## src/core/pcl_consts.svh

```systemverilog
// Purpose: numeric constants of the configuration, message and lock translator
// Assumes: included by bare name from the package only; the design modules use its macros
// Notes: definitions only
`ifndef PCL_CONSTS_SVH
`define PCL_CONSTS_SVH

// ----------------------------------------------------------------------------
// timing
// ----------------------------------------------------------------------------
`define PCL_CLK_MHZ 10
// pme resend interval in microseconds (not fixed by the bridge behaviour)
`define PCL_PME_RESEND_US 1000
`define PCL_PME_RESEND_CYC (`PCL_PME_RESEND_US * `PCL_CLK_MHZ)

// ----------------------------------------------------------------------------
// configuration address layout
// ----------------------------------------------------------------------------
`define PCL_IDSEL_LSB 16
`define PCL_BUS_LSB 16
`define PCL_DEV_LSB 11
`define PCL_FUNC_LSB 8
`define PCL_REG_LSB 2
`define PCL_CFG0_LOW 2'h0
`define PCL_CFG1_LOW 2'h1

// ----------------------------------------------------------------------------
// message fields and control bit location
// ----------------------------------------------------------------------------
`define PCL_PME_DEV 5'h00
`define PCL_PME_FUNC 3'h0
`define PCL_PME_TAG 8'h00
`define PCL_GEN_CTRL_OFS 8'hd4
`define PCL_LOCK_EN_BIT 12
`define PCL_SYNC_W 8

`endif

```

## src/core/pcl_pkg.sv

```systemverilog
// Purpose: shared types of the configuration, message and lock translator
// Assumes: pcl_consts.svh holds all numbers
// Notes: enumerations only
`include "pcl_consts.svh"

package pcl_pkg;
   // downstream request kinds from the express core
   typedef enum logic [2:0] {
      REQ_CFG0 = 3'h0,
      REQ_CFG1 = 3'h1,
      REQ_MEMRD = 3'h2,
      REQ_MEMRDLK = 3'h3,
      REQ_MEMWR = 3'h4,
      REQ_UNLOCK = 3'h5
   } pcl_req_t;
   // secondary bus command kinds
   typedef enum logic [1:0] {
      PCI_CFG0 = 2'h0,
      PCI_CFG1 = 2'h1,
      PCI_MEMRD = 2'h2,
      PCI_MEMWR = 2'h3
   } pcl_pci_t;
   // upstream message kinds
   typedef enum logic [1:0] {
      MSG_ASSERT_INTX = 2'h0,
      MSG_DEASSERT_INTX = 2'h1,
      MSG_PME = 2'h2
   } pcl_msg_t;
   // completion status
   typedef enum logic {
      CPL_SC = 1'h0,
      CPL_UR = 1'h1
   } pcl_cpl_t;
   // request sequencer states
   typedef enum logic [2:0] {
      ST_IDLE = 3'h0,
      ST_ARB = 3'h1,
      ST_BACKOFF = 3'h2,
      ST_ISSUE = 3'h3,
      ST_WAIT = 3'h4
   } pcl_state_t;
endpackage : pcl_pkg

```

## src/core/pcl_pme_gen.sv

```systemverilog
// Purpose: turn the secondary pme pin into upstream pme message requests
// Assumes: pme pin is asynchronous to clock; sent pulses when a message leaves
// Notes: a new request fires on the falling edge and again every interval
`timescale 1ns/1ps
`default_nettype none

module pcl_pme_gen
   import pcl_pkg::*;
#(
   parameter int unsigned RESEND_CYC = `PCL_PME_RESEND_CYC
) (
   // clock and reset
   input wire logic clock,
   input wire logic srst,
   // pin and handshake
   input wire logic pmeInN,
   input wire logic sent,
   output logic pending
);
   // ---------------------------------------------------------------------------
   // pin synchroniser
   // ---------------------------------------------------------------------------
   logic syncA_q; // first stage, read only by the second
   logic syncB_q;
   logic syncC_q;
   logic level_q; // accepted pin level
   logic [31:0] timer_q; // resend interval counter
   logic fire; // new message wanted this cycle

   // three flops; level changes once the last two agree
   always_ff @(posedge clock) begin
      if (srst) begin
         syncA_q <= 1'b1;
         syncB_q <= 1'b1;
         syncC_q <= 1'b1;
         level_q <= 1'b1;
      end else begin
         syncA_q <= pmeInN;
         syncB_q <= syncA_q;
         syncC_q <= syncB_q;
         if (syncB_q == syncC_q) begin
            level_q <= syncC_q;
         end
      end
   end

   // falling edge or interval expiry while still low
   assign fire = (!syncC_q && (syncB_q == syncC_q) && level_q) ||
                 (!level_q && (timer_q == RESEND_CYC - 1));

   // ---------------------------------------------------------------------------
   // resend interval
   // ---------------------------------------------------------------------------
   // count only while the pin stays low; clear once it returns high
   always_ff @(posedge clock) begin
      if (srst || level_q || fire) begin
         timer_q <= 32'h0;
      end else begin
         timer_q <= timer_q + 32'h1;
      end
   end

   // pending request; a new fire beats the send of the older one
   always_ff @(posedge clock) begin
      if (srst) begin
         pending <= 1'b0;
      end else begin
         pending <= (pending && !sent) || fire;
      end
   end
endmodule : pcl_pme_gen

`default_nettype wire

```

## src/core/pcl_xlat_top.sv

```systemverilog
// Purpose: translate downstream config and memory requests onto the secondary
//    bus, run the bus lock protocol and raise intx and pme messages upstream
// Assumes: one request outstanding at a time; a bus engine on the same clock
//    runs the actual bus cycles and reports address phase and completion
// Notes: lock and arbitration pins are active low and resynchronised
`timescale 1ns/1ps
`default_nettype none

module pcl_xlat_top
   import pcl_pkg::*;
#(
   parameter int unsigned PME_RESEND_CYC = `PCL_PME_RESEND_CYC
) (
   // clock and reset
   input wire logic clock,
   input wire logic srst,
   // static configuration
   input wire logic [7:0] secBusNum,
   input wire logic lockEnable,
   // downstream request from the express core
   input wire logic reqValid,
   input wire pcl_req_t reqKind,
   input wire logic [7:0] reqBus,
   input wire logic [4:0] reqDev,
   input wire logic [2:0] reqFunc,
   input wire logic [5:0] reqReg,
   input wire logic [31:0] reqAddr,
   output logic reqReady,
   // local configuration space hand-off
   output logic cfgLocalValid,
   // secondary bus engine
   output logic pciCmdValid,
   output pcl_pci_t pciCmdKind,
   output logic [31:0] pciCmdAddr,
   output logic pciCmdLocked,
   input wire logic pciCmdReady,
   input wire logic pciAddrPhase,
   input wire logic pciDone,
   // completion back upstream
   output logic cplValid,
   output pcl_cpl_t cplStatus,
   output logic cplLocked,
   // upstream messages
   output logic msgValid,
   output pcl_msg_t msgKind,
   output logic [1:0] msgIntx,
   output logic [15:0] msgReqId,
   output logic [7:0] msgTag,
   input wire logic msgReady,
   // secondary bus pins
   input wire logic gntInN,
   input wire logic lockInN,
   input wire logic frameInN,
   input wire logic irdyInN,
   input wire logic [3:0] intInN,
   input wire logic pmeInN,
   output logic reqOutN,
   output logic lockOutN,
   output logic lockOeN
);
   // ---------------------------------------------------------------------------
   // helpers
   // ---------------------------------------------------------------------------
   // type 0 address: idsel on the top half, function and register below
   function automatic logic [31:0] cfg0Addr(input logic [4:0] dev,
         input logic [2:0] fn, input logic [5:0] rg);
      logic [31:0] a;
      a = 32'h0;
      if (!dev[4]) begin
         a[`PCL_IDSEL_LSB + dev[3:0]] = 1'b1;
      end
      a[`PCL_FUNC_LSB +: 3] = fn;
      a[`PCL_REG_LSB +: 6] = rg;
      a[1:0] = `PCL_CFG0_LOW;
      return a;
   endfunction

   // type 1 address: bus, device, function, register, low bits 01
   function automatic logic [31:0] cfg1Addr(input logic [7:0] bus,
         input logic [4:0] dev, input logic [2:0] fn, input logic [5:0] rg);
      logic [31:0] a;
      a = 32'h0;
      a[`PCL_BUS_LSB +: 8] = bus;
      a[`PCL_DEV_LSB +: 5] = dev;
      a[`PCL_FUNC_LSB +: 3] = fn;
      a[`PCL_REG_LSB +: 6] = rg;
      a[1:0] = `PCL_CFG1_LOW;
      return a;
   endfunction

   // ---------------------------------------------------------------------------
   // pin synchronisers
   // ---------------------------------------------------------------------------
   logic [7:0] syncA_q; // first stage, read only by the second
   logic [7:0] syncB_q;
   logic [7:0] syncC_q;
   logic [7:0] pins_q; // accepted levels {irdy, frame, lock, gnt, intd..inta}
   logic gntLow; // grant seen
   logic lockHigh; // lock free on the bus
   logic busIdle; // no frame, no irdy

   // three flops per pin; a bit changes once the last two agree
   always_ff @(posedge clock) begin
      if (srst) begin
         syncA_q <= 8'hff;
         syncB_q <= 8'hff;
         syncC_q <= 8'hff;
         pins_q <= 8'hff;
      end else begin
         syncA_q <= {irdyInN, frameInN, lockInN, gntInN, intInN};
         syncB_q <= syncA_q;
         syncC_q <= syncB_q;
         pins_q <= (syncB_q & syncC_q) | (pins_q & (syncB_q ^ syncC_q));
      end
   end

   assign gntLow = !pins_q[4];
   assign lockHigh = pins_q[5];
   assign busIdle = pins_q[6] && pins_q[7];

   // ---------------------------------------------------------------------------
   // request sequencer and lock state
   // ---------------------------------------------------------------------------
   pcl_state_t state_q; // sequencer state
   logic lockedQ; // bridge in locked sequence
   logic lockOwn_q; // bridge owns the lock pin
   logic unlockPend_q; // unlock message waiting for drain
   logic curLocked_q; // current bus cycle belongs to the lock
   logic curRdLk_q; // current cycle is a locked read
   logic curNeedCpl_q; // current cycle answers upstream
   logic take; // request accepted this cycle
   logic blocked; // request held off by the lock

   // only forwarded config requests (REQ_CFG1) wait while locked; all other kinds are taken
   assign blocked = lockedQ && (reqKind == REQ_CFG1);
   assign take = reqValid && (state_q == ST_IDLE) && !blocked && !unlockPend_q;

   // ready only while idle and not held off
   always_ff @(posedge clock) begin
      if (srst) begin
         reqReady <= 1'b0;
      end else begin
         reqReady <= 1'b0;
         if (state_q == ST_IDLE && !take && !unlockPend_q) begin
            reqReady <= !blocked || !reqValid;
         end
      end
   end

   // main sequencer: decode, arbitrate for lock, issue, wait
   always_ff @(posedge clock) begin
      if (srst) begin
         state_q <= ST_IDLE;
         pciCmdValid <= 1'b0;
         pciCmdKind <= PCI_CFG0;
         pciCmdAddr <= 32'h0;
         pciCmdLocked <= 1'b0;
         curLocked_q <= 1'b0;
         curRdLk_q <= 1'b0;
         curNeedCpl_q <= 1'b0;
      end else begin
         case (state_q)
            ST_IDLE: begin
               if (take) begin
                  curRdLk_q <= 1'b0;
                  curLocked_q <= 1'b0;
                  curNeedCpl_q <= 1'b1;
                  pciCmdAddr <= reqAddr;
                  case (reqKind)
                     REQ_CFG1: begin
                        pciCmdValid <= 1'b1;
                        state_q <= ST_ISSUE;
                        if (reqBus == secBusNum) begin
                           pciCmdKind <= PCI_CFG0;
                           pciCmdAddr <= cfg0Addr(reqDev, reqFunc, reqReg);
                        end else begin
                           pciCmdKind <= PCI_CFG1;
                           pciCmdAddr <= cfg1Addr(reqBus, reqDev, reqFunc, reqReg);
                        end
                     end
                     REQ_MEMRD: begin
                        // plain read while locked is answered UR instead
                        if (!lockedQ) begin
                           pciCmdValid <= 1'b1;
                           pciCmdKind <= PCI_MEMRD;
                           state_q <= ST_ISSUE;
                        end
                     end
                     REQ_MEMRDLK: begin
                        pciCmdKind <= PCI_MEMRD;
                        curRdLk_q <= 1'b1;
                        curLocked_q <= lockEnable;
                        if (lockEnable && !lockedQ) begin
                           state_q <= ST_ARB;
                        end else begin
                           pciCmdValid <= 1'b1;
                           state_q <= ST_ISSUE;
                        end
                     end
                     REQ_MEMWR: begin
                        pciCmdValid <= 1'b1;
                        pciCmdKind <= PCI_MEMWR;
                        curLocked_q <= lockedQ;
                        curNeedCpl_q <= 1'b0;
                        state_q <= ST_ISSUE;
                     end
                     default: begin
                        // type 0 config and unlock finish here
                        state_q <= ST_IDLE;
                     end
                  endcase
               end
            end
            ST_ARB: begin
               // lock free at grant: go; lock busy: withdraw
               if (gntLow && lockHigh) begin
                  pciCmdValid <= 1'b1;
                  state_q <= ST_ISSUE;
               end else if (gntLow) begin
                  state_q <= ST_BACKOFF;
               end
            end
            ST_BACKOFF: begin
               // re-arbitrate only with lock free and bus idle
               if (lockHigh && busIdle) begin
                  state_q <= ST_ARB;
               end
            end
            ST_ISSUE: begin
               // hold the command until the bus engine takes it
               if (pciCmdReady) begin
                  pciCmdValid <= 1'b0;
                  state_q <= ST_WAIT;
               end
            end
            ST_WAIT: begin
               if (pciDone) begin
                  state_q <= ST_IDLE;
               end
            end
            default: begin
               state_q <= ST_IDLE;
            end
         endcase
         pciCmdLocked <= (state_q == ST_IDLE) ? 1'b0 : curLocked_q;
      end
   end

   // bus request pin: low only while arbitrating for the lock
   always_ff @(posedge clock) begin
      if (srst) begin
         reqOutN <= 1'b1;
      end else begin
         reqOutN <= !(state_q == ST_ARB && !(gntLow && !lockHigh));
      end
   end

   // locked flag: set by locked read data, cleared by a drained unlock
   always_ff @(posedge clock) begin
      if (srst) begin
         lockedQ <= 1'b0;
         unlockPend_q <= 1'b0;
      end else begin
         if (state_q == ST_WAIT && pciDone && curRdLk_q && curLocked_q) begin
            lockedQ <= 1'b1;
         end else if (unlockPend_q && state_q == ST_IDLE) begin
            lockedQ <= 1'b0;
         end
         if (take && reqKind == REQ_UNLOCK) begin
            unlockPend_q <= 1'b1;
         end else if (state_q == ST_IDLE) begin
            unlockPend_q <= 1'b0;
         end
      end
   end

   // lock pin ownership taken after the first locked address phase
   always_ff @(posedge clock) begin
      if (srst) begin
         lockOwn_q <= 1'b0;
      end else if (unlockPend_q && state_q == ST_IDLE) begin
         lockOwn_q <= 1'b0;
      end else if (state_q == ST_WAIT && pciAddrPhase && curLocked_q) begin
         lockOwn_q <= 1'b1;
      end
   end

   // lock pin: driven while owned and enabled, high in locked address phases
   always_ff @(posedge clock) begin
      if (srst) begin
         lockOutN <= 1'b1;
         lockOeN <= 1'b1;
      end else begin
         lockOeN <= !(lockOwn_q && lockEnable);
         lockOutN <= !(lockOwn_q && lockEnable &&
                       !(pciAddrPhase && curLocked_q));
      end
   end

   // ---------------------------------------------------------------------------
   // completions and local config hand-off
   // ---------------------------------------------------------------------------
   // one-cycle completion for non-posted cycles and for refused reads
   always_ff @(posedge clock) begin
      if (srst) begin
         cplValid <= 1'b0;
         cplStatus <= CPL_SC;
         cplLocked <= 1'b0;
         cfgLocalValid <= 1'b0;
      end else begin
         cplValid <= 1'b0;
         cplStatus <= CPL_SC;
         cplLocked <= 1'b0;
         cfgLocalValid <= take && (reqKind == REQ_CFG0);
         if (take && reqKind == REQ_MEMRD && lockedQ) begin
            cplValid <= 1'b1;
            cplStatus <= CPL_UR;
         end else if (state_q == ST_WAIT && pciDone && curNeedCpl_q) begin
            cplValid <= 1'b1;
            cplLocked <= curRdLk_q;
         end
      end
   end

   // ---------------------------------------------------------------------------
   // upstream messages: intx changes and pme
   // ---------------------------------------------------------------------------
   logic [3:0] intSent_q; // last reported level per line, 1 = asserted
   logic [3:0] intDiff; // lines whose level changed
   logic [1:0] intPick; // lowest changed line
   logic pmePending; // pme message wanted
   logic pmeSent; // pme message leaving now

   assign intDiff = (~pins_q[3:0]) ^ intSent_q;
   assign intPick = intDiff[0] ? 2'h0 : intDiff[1] ? 2'h1 : intDiff[2] ? 2'h2 : 2'h3;
   assign pmeSent = msgValid && msgReady && (msgKind == MSG_PME);

   // resend timer and edge detect for the pme pin
   pcl_pme_gen #(
      .RESEND_CYC(PME_RESEND_CYC)
   ) pmeGen (
      .clock(clock),
      .srst(srst),
      .pmeInN(pmeInN),
      .sent(pmeSent),
      .pending(pmePending)
   );

   // message slot: held until taken; pme first, then intx changes
   always_ff @(posedge clock) begin
      if (srst) begin
         msgValid <= 1'b0;
         msgKind <= MSG_PME;
         msgIntx <= 2'h0;
         msgReqId <= 16'h0;
         msgTag <= 8'h0;
         intSent_q <= 4'h0;
      end else if (!msgValid || msgReady) begin
         msgValid <= 1'b0;
         if (pmePending && !pmeSent) begin
            msgValid <= 1'b1;
            msgKind <= MSG_PME;
            msgReqId <= {secBusNum, `PCL_PME_DEV, `PCL_PME_FUNC};
            msgTag <= `PCL_PME_TAG;
         end else if (intDiff != 4'h0) begin
            msgValid <= 1'b1;
            msgIntx <= intPick;
            msgReqId <= {secBusNum, `PCL_PME_DEV, `PCL_PME_FUNC};
            msgTag <= `PCL_PME_TAG;
            if (!pins_q[intPick]) begin
               msgKind <= MSG_ASSERT_INTX;
               intSent_q[intPick] <= 1'b1;
            end else begin
               msgKind <= MSG_DEASSERT_INTX;
               intSent_q[intPick] <= 1'b0;
            end
         end
      end
   end
endmodule : pcl_xlat_top

`default_nettype wire

```

## config.mk

```make
export PLATFORM = sky130hd
export DESIGN_NAME = pcl_xlat_top
export DESIGN_NICKNAME = d
export VERILOG_FILES = /design/src/core/pcl_pkg.sv /design/src/core/pcl_pme_gen.sv /design/src/core/pcl_xlat_top.sv
export VERILOG_INCLUDE_DIRS = /design/src /design/src/core
export SDC_FILE = /design/constraint.sdc
export NUM_CORES = 1
export LEC_CHECK = 0
export ABC_CLOCK_PERIOD_IN_PS = 1750
export BUFFER_PORTS_ARGS = -buffer_cell sky130_fd_sc_hd__buf_2
export CAP_MARGIN = 20
export CORE_MARGIN = 2
export CORE_UTILIZATION = 45
export DETAILED_ROUTE_END_ITERATION = 8
export HOLD_SLACK_MARGIN = 0.05
export PLACE_DENSITY_LB_ADDON = 0.3
export SETUP_SLACK_MARGIN = 0.2
export SLEW_MARGIN = 20
export SYNTH_ARGS = -nofsm -noshare
export SYNTH_HDL_FRONTEND = slang
export SYNTH_SLANG_ARGS = --single-unit
```

## constraint.sdc

```tcl
create_clock -name clock -period 1.75 [get_ports clock]
set_input_delay 0.0875 -clock clock [delete_from_list [all_inputs] [get_ports clock]]
set_output_delay 0.0875 -clock clock [all_outputs]
set_load 0.02 [all_outputs]
```

# Word-level counts from Yosys, hierarchy flattened
# Index checks and enable logic that the tools add are counted.
# Widths: inputs -> output; s select.
dict set report op_classes {
  add_sub_neg 2
  magnitude_cmp 5
  n_eq_ne 23
  n_mux 52
  n_bitwise 12
  reduce_logical 75
}
# cell n
set op_table {}
lappend op_table {{$mux 32} 3}
lappend op_table {{$logic_and 1x1->1} 34}
lappend op_table {{$add 32x1->32 const B} 1}
lappend op_table {{$eq 32x14->1 const B} 1}
lappend op_table {{$mux 16} 2}
lappend op_table {{$mux 1} 22}
lappend op_table {{$mux 3} 7}
lappend op_table {{$and 8x8->8} 2}
lappend op_table {{$logic_not 1->1} 16}
lappend op_table {{$mux 8} 2}
lappend op_table {{$pmux 3 s5} 1}
lappend op_table {{$eq 3x2->1 const B} 4}
lappend op_table {{$mux 2} 6}
lappend op_table {{$ne 2x2->1 const B} 6}
lappend op_table {{$eq 3x3->1 const B} 3}
lappend op_table {{$ne 3x3->1 const B} 3}
lappend op_table {{$pmux 3 s3} 1}
lappend op_table {{$eq 8x8->1} 1}
lappend op_table {{$not 4->4} 2}
lappend op_table {{$or 8x8->8} 1}
lappend op_table {{$pmux 2 s4} 1}
lappend op_table {{$reduce_bool 4->1} 2}
lappend op_table {{$reduce_or 2->1} 4}
lappend op_table {{$xor 8x8->8} 1}
lappend op_table {{other kinds (30)} 43}
dict set report totals {
  register_bits 155
  inputBits 82
  output_inout_bits 73
  elab_cells 204
}

# Logic depth before layout (Yosys ltp)
dict set report depth {
  depth_word 12
  mapped_depth 8
  ltp_nobuf 6
}

# By module
# Synthesis repeated with hierarchy kept, for this count alone.
dict set report hier_totals {
  hier_cells 704
  area_unflattened_um2 6319.8
}
# mod n_inst cells_each area_per_inst_um2 seq_area_each_um2
set by_module_without_submodules {}
lappend by_module_without_submodules {pcl_xlat_top 1 499 4561.9 2042.0}
lappend by_module_without_submodules {pcl_pme_gen 1 205 1757.9 740.7}

# Worst setup path before layout
# Ideal clock, no wire load.
dict set report synth_timing {
  kind {flip-flop to flip-flop}
  startpoint {reg pmeGen.timer_q[0]}
  endpoint {reg pmeGen.timer_q[24]}
  setup_time_ps 117
  arrival_ps 1631
  required_time_ps 1633
  path_slack_ps 2
  path_stages_with_launch 9
  path_buffers 2
  synth_period_minus_slack_ps 1748
  path_cell_list {dfxtp_1 -> ha_1 -> and3_1 -> nand3_1 -> nor3_1 -> or3_1 -> clkbuf_1 -> buf_2 -> nor2_1}
}
dict set report synth_via {
  elab_chain_cells 4
  elab_cells_between_ends 5
  cone_classes {1 x add/sub; 1 x eq/ne; 3 x reduce/logical}
}
# item line
set synth_lines {}
lappend synth_lines {{from (decl)} pcl_pme_gen.sv:27} ;# logic [31:0] timer_q;
lappend synth_lines {{from (signal assigned)} pcl_pme_gen.sv:59} ;# timer_q <= timer_q + 32'h1;
lappend synth_lines {{parallel branches: the longest is 4 deep, another holds $add 32x1->32} -}
# Parallel ways; which one is timed is not known.
# A chain may end at the register's enable or synchronous reset.

# Final worst setup path
dict set report layout_timing {
  startpoint {reg state_q[2]}
  endpoint {reg cplValid}
}
dict set report layout_via {
  elab_chain_cells 7
  elab_cells_between_ends 11
  cone_classes {1 x eq/ne; 2 x mux; 8 x reduce/logical}
}
# item line
set layout_lines {}
lappend layout_lines {{from (decl)} pcl_xlat_top.sv:124} ;# pcl_state_t state_q;
lappend layout_lines {{from (signal assigned)} pcl_xlat_top.sv:153} ;# state_q <= ST_IDLE;
lappend layout_lines {{from (signal assigned)} pcl_xlat_top.sv:172} ;# state_q <= ST_ISSUE;
lappend layout_lines {{from (signal assigned)} pcl_xlat_top.sv:186} ;# state_q <= ST_ISSUE;
lappend layout_lines {{$logic_not 3->1} pcl_xlat_top.sv:136} ;# assign take = reqValid && (state_q == ST_IDLE) && !blocked && !unlockPend_q;
lappend layout_lines {{$logic_and 1x1->1 (3 in series)} pcl_xlat_top.sv:136}
lappend layout_lines {{$logic_and 1x1->1 (2 in series)} pcl_xlat_top.sv:315} ;# if (take && reqKind == REQ_MEMRD && lockedQ) begin
lappend layout_lines {{$mux 1 *} pcl_xlat_top.sv:315}
lappend layout_lines {{to (signal assigned)} pcl_xlat_top.sv:311} ;# cplValid <= 1'b0;
lappend layout_lines {{to (signal assigned)} pcl_xlat_top.sv:316} ;# cplValid <= 1'b1;
lappend layout_lines {{to (signal assigned)} pcl_xlat_top.sv:319} ;# cplValid <= 1'b1;
lappend layout_lines {{to (decl)} pcl_xlat_top.sv:40} ;# output logic cplValid,
# Mark *: on every way between the ends. The rest lies on a longest branch, timed or not.

==> impl_metrics.yaml <==
outcome:
  status: "complete, but fails checks"
  failed_checks: "negative setup slack"
pwr:
  power_leakage_nw: 3.978
  pwr_density_cell_nw_per_um2: 1094
  vdd_drop_max_mv: 0.7911
timing:
  skew_ns: 0.01717
  timing.setup.tns_ns: -0.04729
  slew_violations: 0
  setup_viol: 8
  finalCritPeriodShare_pct: 100.6
  fmax_mhz: 568.0
  slew-limit-headroom_pct: 63.78
  fin_crit_ns: 1.760
  setup_slack_ns: -0.01050
  hold_violations: 0
  tightest_slew_ns: 0.5421
  rsz0062_at_grt: "true"
routing:
  drt_iter0_drc: 460
  drtPass1Iterations: 5
  via_per_inst: 5.610
  num_vias: 6480
  drtAntennaViolNets: 0
  wl_microns: 20280
  wl_per_cell_microns: 17.55
  drc: 0
global_routing:
  grt_usage_pct: 24.76
  grt_first_pass_wirelength_microns: 28870
  overflow: 0
  antenna_found_initial: 0
  first_global_vias: 6107
  grt_max_degree: 36
placed_design:
  numPortBuffers: 138
  dp.cells: 1010
  dpl_worst_slack_ns: -0.04089
  dp_hpwl_microns: 11110
  gp_congestion: 0.8986
floorplanning:
  initial_utilization_pct: 46.32
  die_h_microns: 121.0
  rows: 42
  dieWidth_microns: 121.0
  die_area_sq_um: 14640
  io_pins: 155
  core_area_sq_um: 13300
yosys:
  syn_area_per_cell_sq_um: 8.899
  synth_area_sq_um: 6158
  ys_ff_latch: 139
  synthArstFlopShare_pct: 0
  yosysWarnings: 0
  ys_seq_area_share_pct: 45.18
  synth_cells: 692
  ys_types: 62
  synth_flop_cell: "dfxtp_1"
  synth-edff-count: 0
cells_and_area:
  nFillCells: 859
  drive_gt1_share_pct: 44.07
  utilization_pct: 72.67
  regArea_sq_um: 2859
  multi_input_area_sq_um: 3790
  fin_nets: 1057
  stdcell_count: 1155
  area_delta_synth_final_pct: 56.89
critical_path:
  crit_fanout: 5
  slowest_delay_ns: 0.42
  cp-end-kind: "flip-flop"
  cpMaxStageDelayCell: "or3_4"
  critical_path.startpoint_type: "flip-flop"
  path_cells: "or3_4 -> a211oi_4 -> buf_12 -> buf_6 -> nand4_1 -> a21oi_1"
  crit_required_ns: 2.12
  critical_path_class: "reg -> reg"
  worstPathArrival_ns: 2.13
cts:
  clk_pin_slew_ns: 0.07
  root_buffer: "clkbuf_16"
  cts_max_level: 4
  cts_buffers: 17
  cts_buffer_depth: 2
  clock_sinks: 139
  cts_tree: "done"
  insertion_delay_ns: 0.44
worst_hold_path:
  min_path_type: "in -> reg"
flow_run:
  cap_violations: 0
## cell type report
class / instances / area share [%]
Antenna cell: 1 / 0.02590
Multi-Input combinational cell: 500 / 39.23
Timing Repair Buffer: 292 / 22.52
Clock inverter: 15 / 1.373
Clock buffer: 17 / 4.403
Inverter: 15 / 0.5828
Tap cell: 176 / 2.279
Sequential cell: 139 / 29.59
## sequential cells by signal, summed over array words and instances, names as in the netlist, 2 cells and up, named ones only
signal          cells
pciCmdAddr         32
pmeGen.timer_q     32
msgReqId            8
pins_q              8
syncA_q             8
syncB_q             8
syncC_q             8
state_q             3
msgIntx             2
msgKind             2
pciCmdKind          2
## through the flow
step / power (W) / instance area, sq um / hold slack [ns]
2_1_floorplan: 0.005433 / 6312 / 0.1662
3_3_place_gp: 0.006084 / 7243 / 0.2695
3_5_place_dp: 0.006165 / 7243 / 0.2726
4_1_cts: 0.01013 / 9017 / 0.05859
5_1_grt: 0.01096 / 9659 / 0.06193
6_report: 0.01057 / 9662 / 0.06485
## worst paths after layout
path,startpoint,endpoint,slack (ns),depth (start not counted)
max,state_q[2],cplValid,-0.01,6
min,reqAddr[12],pciCmdAddr[12],0.06,3
max reg2reg,state_q[2],cplValid,-0.01,6
min reg2reg,syncA_q[1],syncB_q[1],0.41,1
## critical path: cells and delay by family (launching register included)
| family | cells | cell delay, ns |
|---|---|---|
| flip-flops | 1 | 0.34 |
| AO/OA/AOI/OAI | 2 | 0.49 |
| AND/OR/NAND/NOR | 2 | 0.58 |
| buffers and inverters | 2 | 0.28 |
## cell families after synthesis
kind of cell / count (synthesis) / share of synthesized area (%)
flip-flops: 139 / 45.18
multiplexers: 15 / 2.438
AO/OA/AOI/OAI: 121 / 14.55
adder cells (fa/ha/maj): 10 / 2.032
XOR/XNOR: 43 / 6.115
other: 1 / 0.06089
buffers and inverters: 69 / 5.871
AND/OR/NAND/NOR: 294 / 23.75
## synth_stat cells (all sizes together), types with 7 or more instances
| cell type | count | share of area, % |
|---|---|---|
| xor2 | 20 | 2.8 |
| or2 | 27 | 2.7 |
| nor3b | 7 | 0.93 |
| nor2 | 100 | 6.1 |
| nor4 | 12 | 1.3 |
| clkbuf | 19 | 1.2 |
| inv | 15 | 0.91 |
| a211oi | 11 | 1.5 |
| a21oi | 38 | 3.1 |
| a22o | 8 | 1.1 |
| nand3 | 27 | 2.2 |
| ha | 10 | 2.0 |
| nand2 | 54 | 3.3 |
| nor3 | 14 | 1.3 |
| a211o | 11 | 1.6 |
| buf | 35 | 3.8 |
| xnor2 | 23 | 3.3 |
| nand4 | 19 | 1.9 |
| a311oi | 20 | 2.9 |
| o211ai | 7 | 0.85 |
| dfxtp | 139 | 45 |
| mux2i | 15 | 2.4 |
## layer usage
metal / vias to the layer above / global-route usage, % / share of wire [%]
li1: 2964 / - / -
met1: 3075 / 29.59 / 38
met2: 356 / 41.82 / 50
met3: 85 / 5.451 / 7.1
met4: 0 / 12.35 / 4.1
met5: - / 0 / 0
## cells in the final DEF (no fill, tap or decap), types with 6 or more instances in the layout
cell | netlist | layout
mux2i_1 | 15 | 15
nor2_1 | 100 | 64
xor2_1 | 20 | 10
a211oi_2 | 0 | 6
inv_6 | 0 | 6
a22o_1 | 8 | 8
ha_1 | 10 | 9
or2_2 | 27 | 26
xor2_2 | 0 | 10
nor3_1 | 13 | 8
nor4_4 | 0 | 8
nand2_1 | 54 | 53
nor3b_1 | 6 | 6
dfxtp_1 | 139 | 102
o211ai_1 | 7 | 7
nand4_1 | 19 | 19
inv_1 | 15 | 15
clkbuf_16 | 0 | 17
buf_6 | 2 | 11
xnor2_1 | 23 | 22
dlygate4sd3_1 | 0 | 68
nand3_1 | 27 | 23
dfxtp_2 | 0 | 25
conb_1 | 1 | 16
buf_4 | 18 | 67
buf_2 | 14 | 138
nor2_2 | 0 | 12
dfxtp_4 | 0 | 12
nor2_4 | 0 | 24
a21oi_2 | 0 | 6
o21ai_0 | 6 | 6
a211o_1 | 11 | 10
a311oi_1 | 19 | 15
a21oi_1 | 38 | 32
## timing repair
action,in CTS,in global routing
hold endpoints to repair,57,0
hold buffers,68,0
setup buffers,26,12
pin swaps,45,65
cloned,6,0
gates resized for setup,62,139
endpoints found under the setup margin,83,87
## power breakdown
| part | switching [W] | total [W] | internal (W) |
|---|---|---|---|
| Combinational | 0.00177 | 0.00332 | 0.00155 |
| Sequential | 0.000284 | 0.00383 | 0.00354 |
| Clock | 0.00155 | 0.00342 | 0.00187 |
Power figures use the tool's default switching activity.
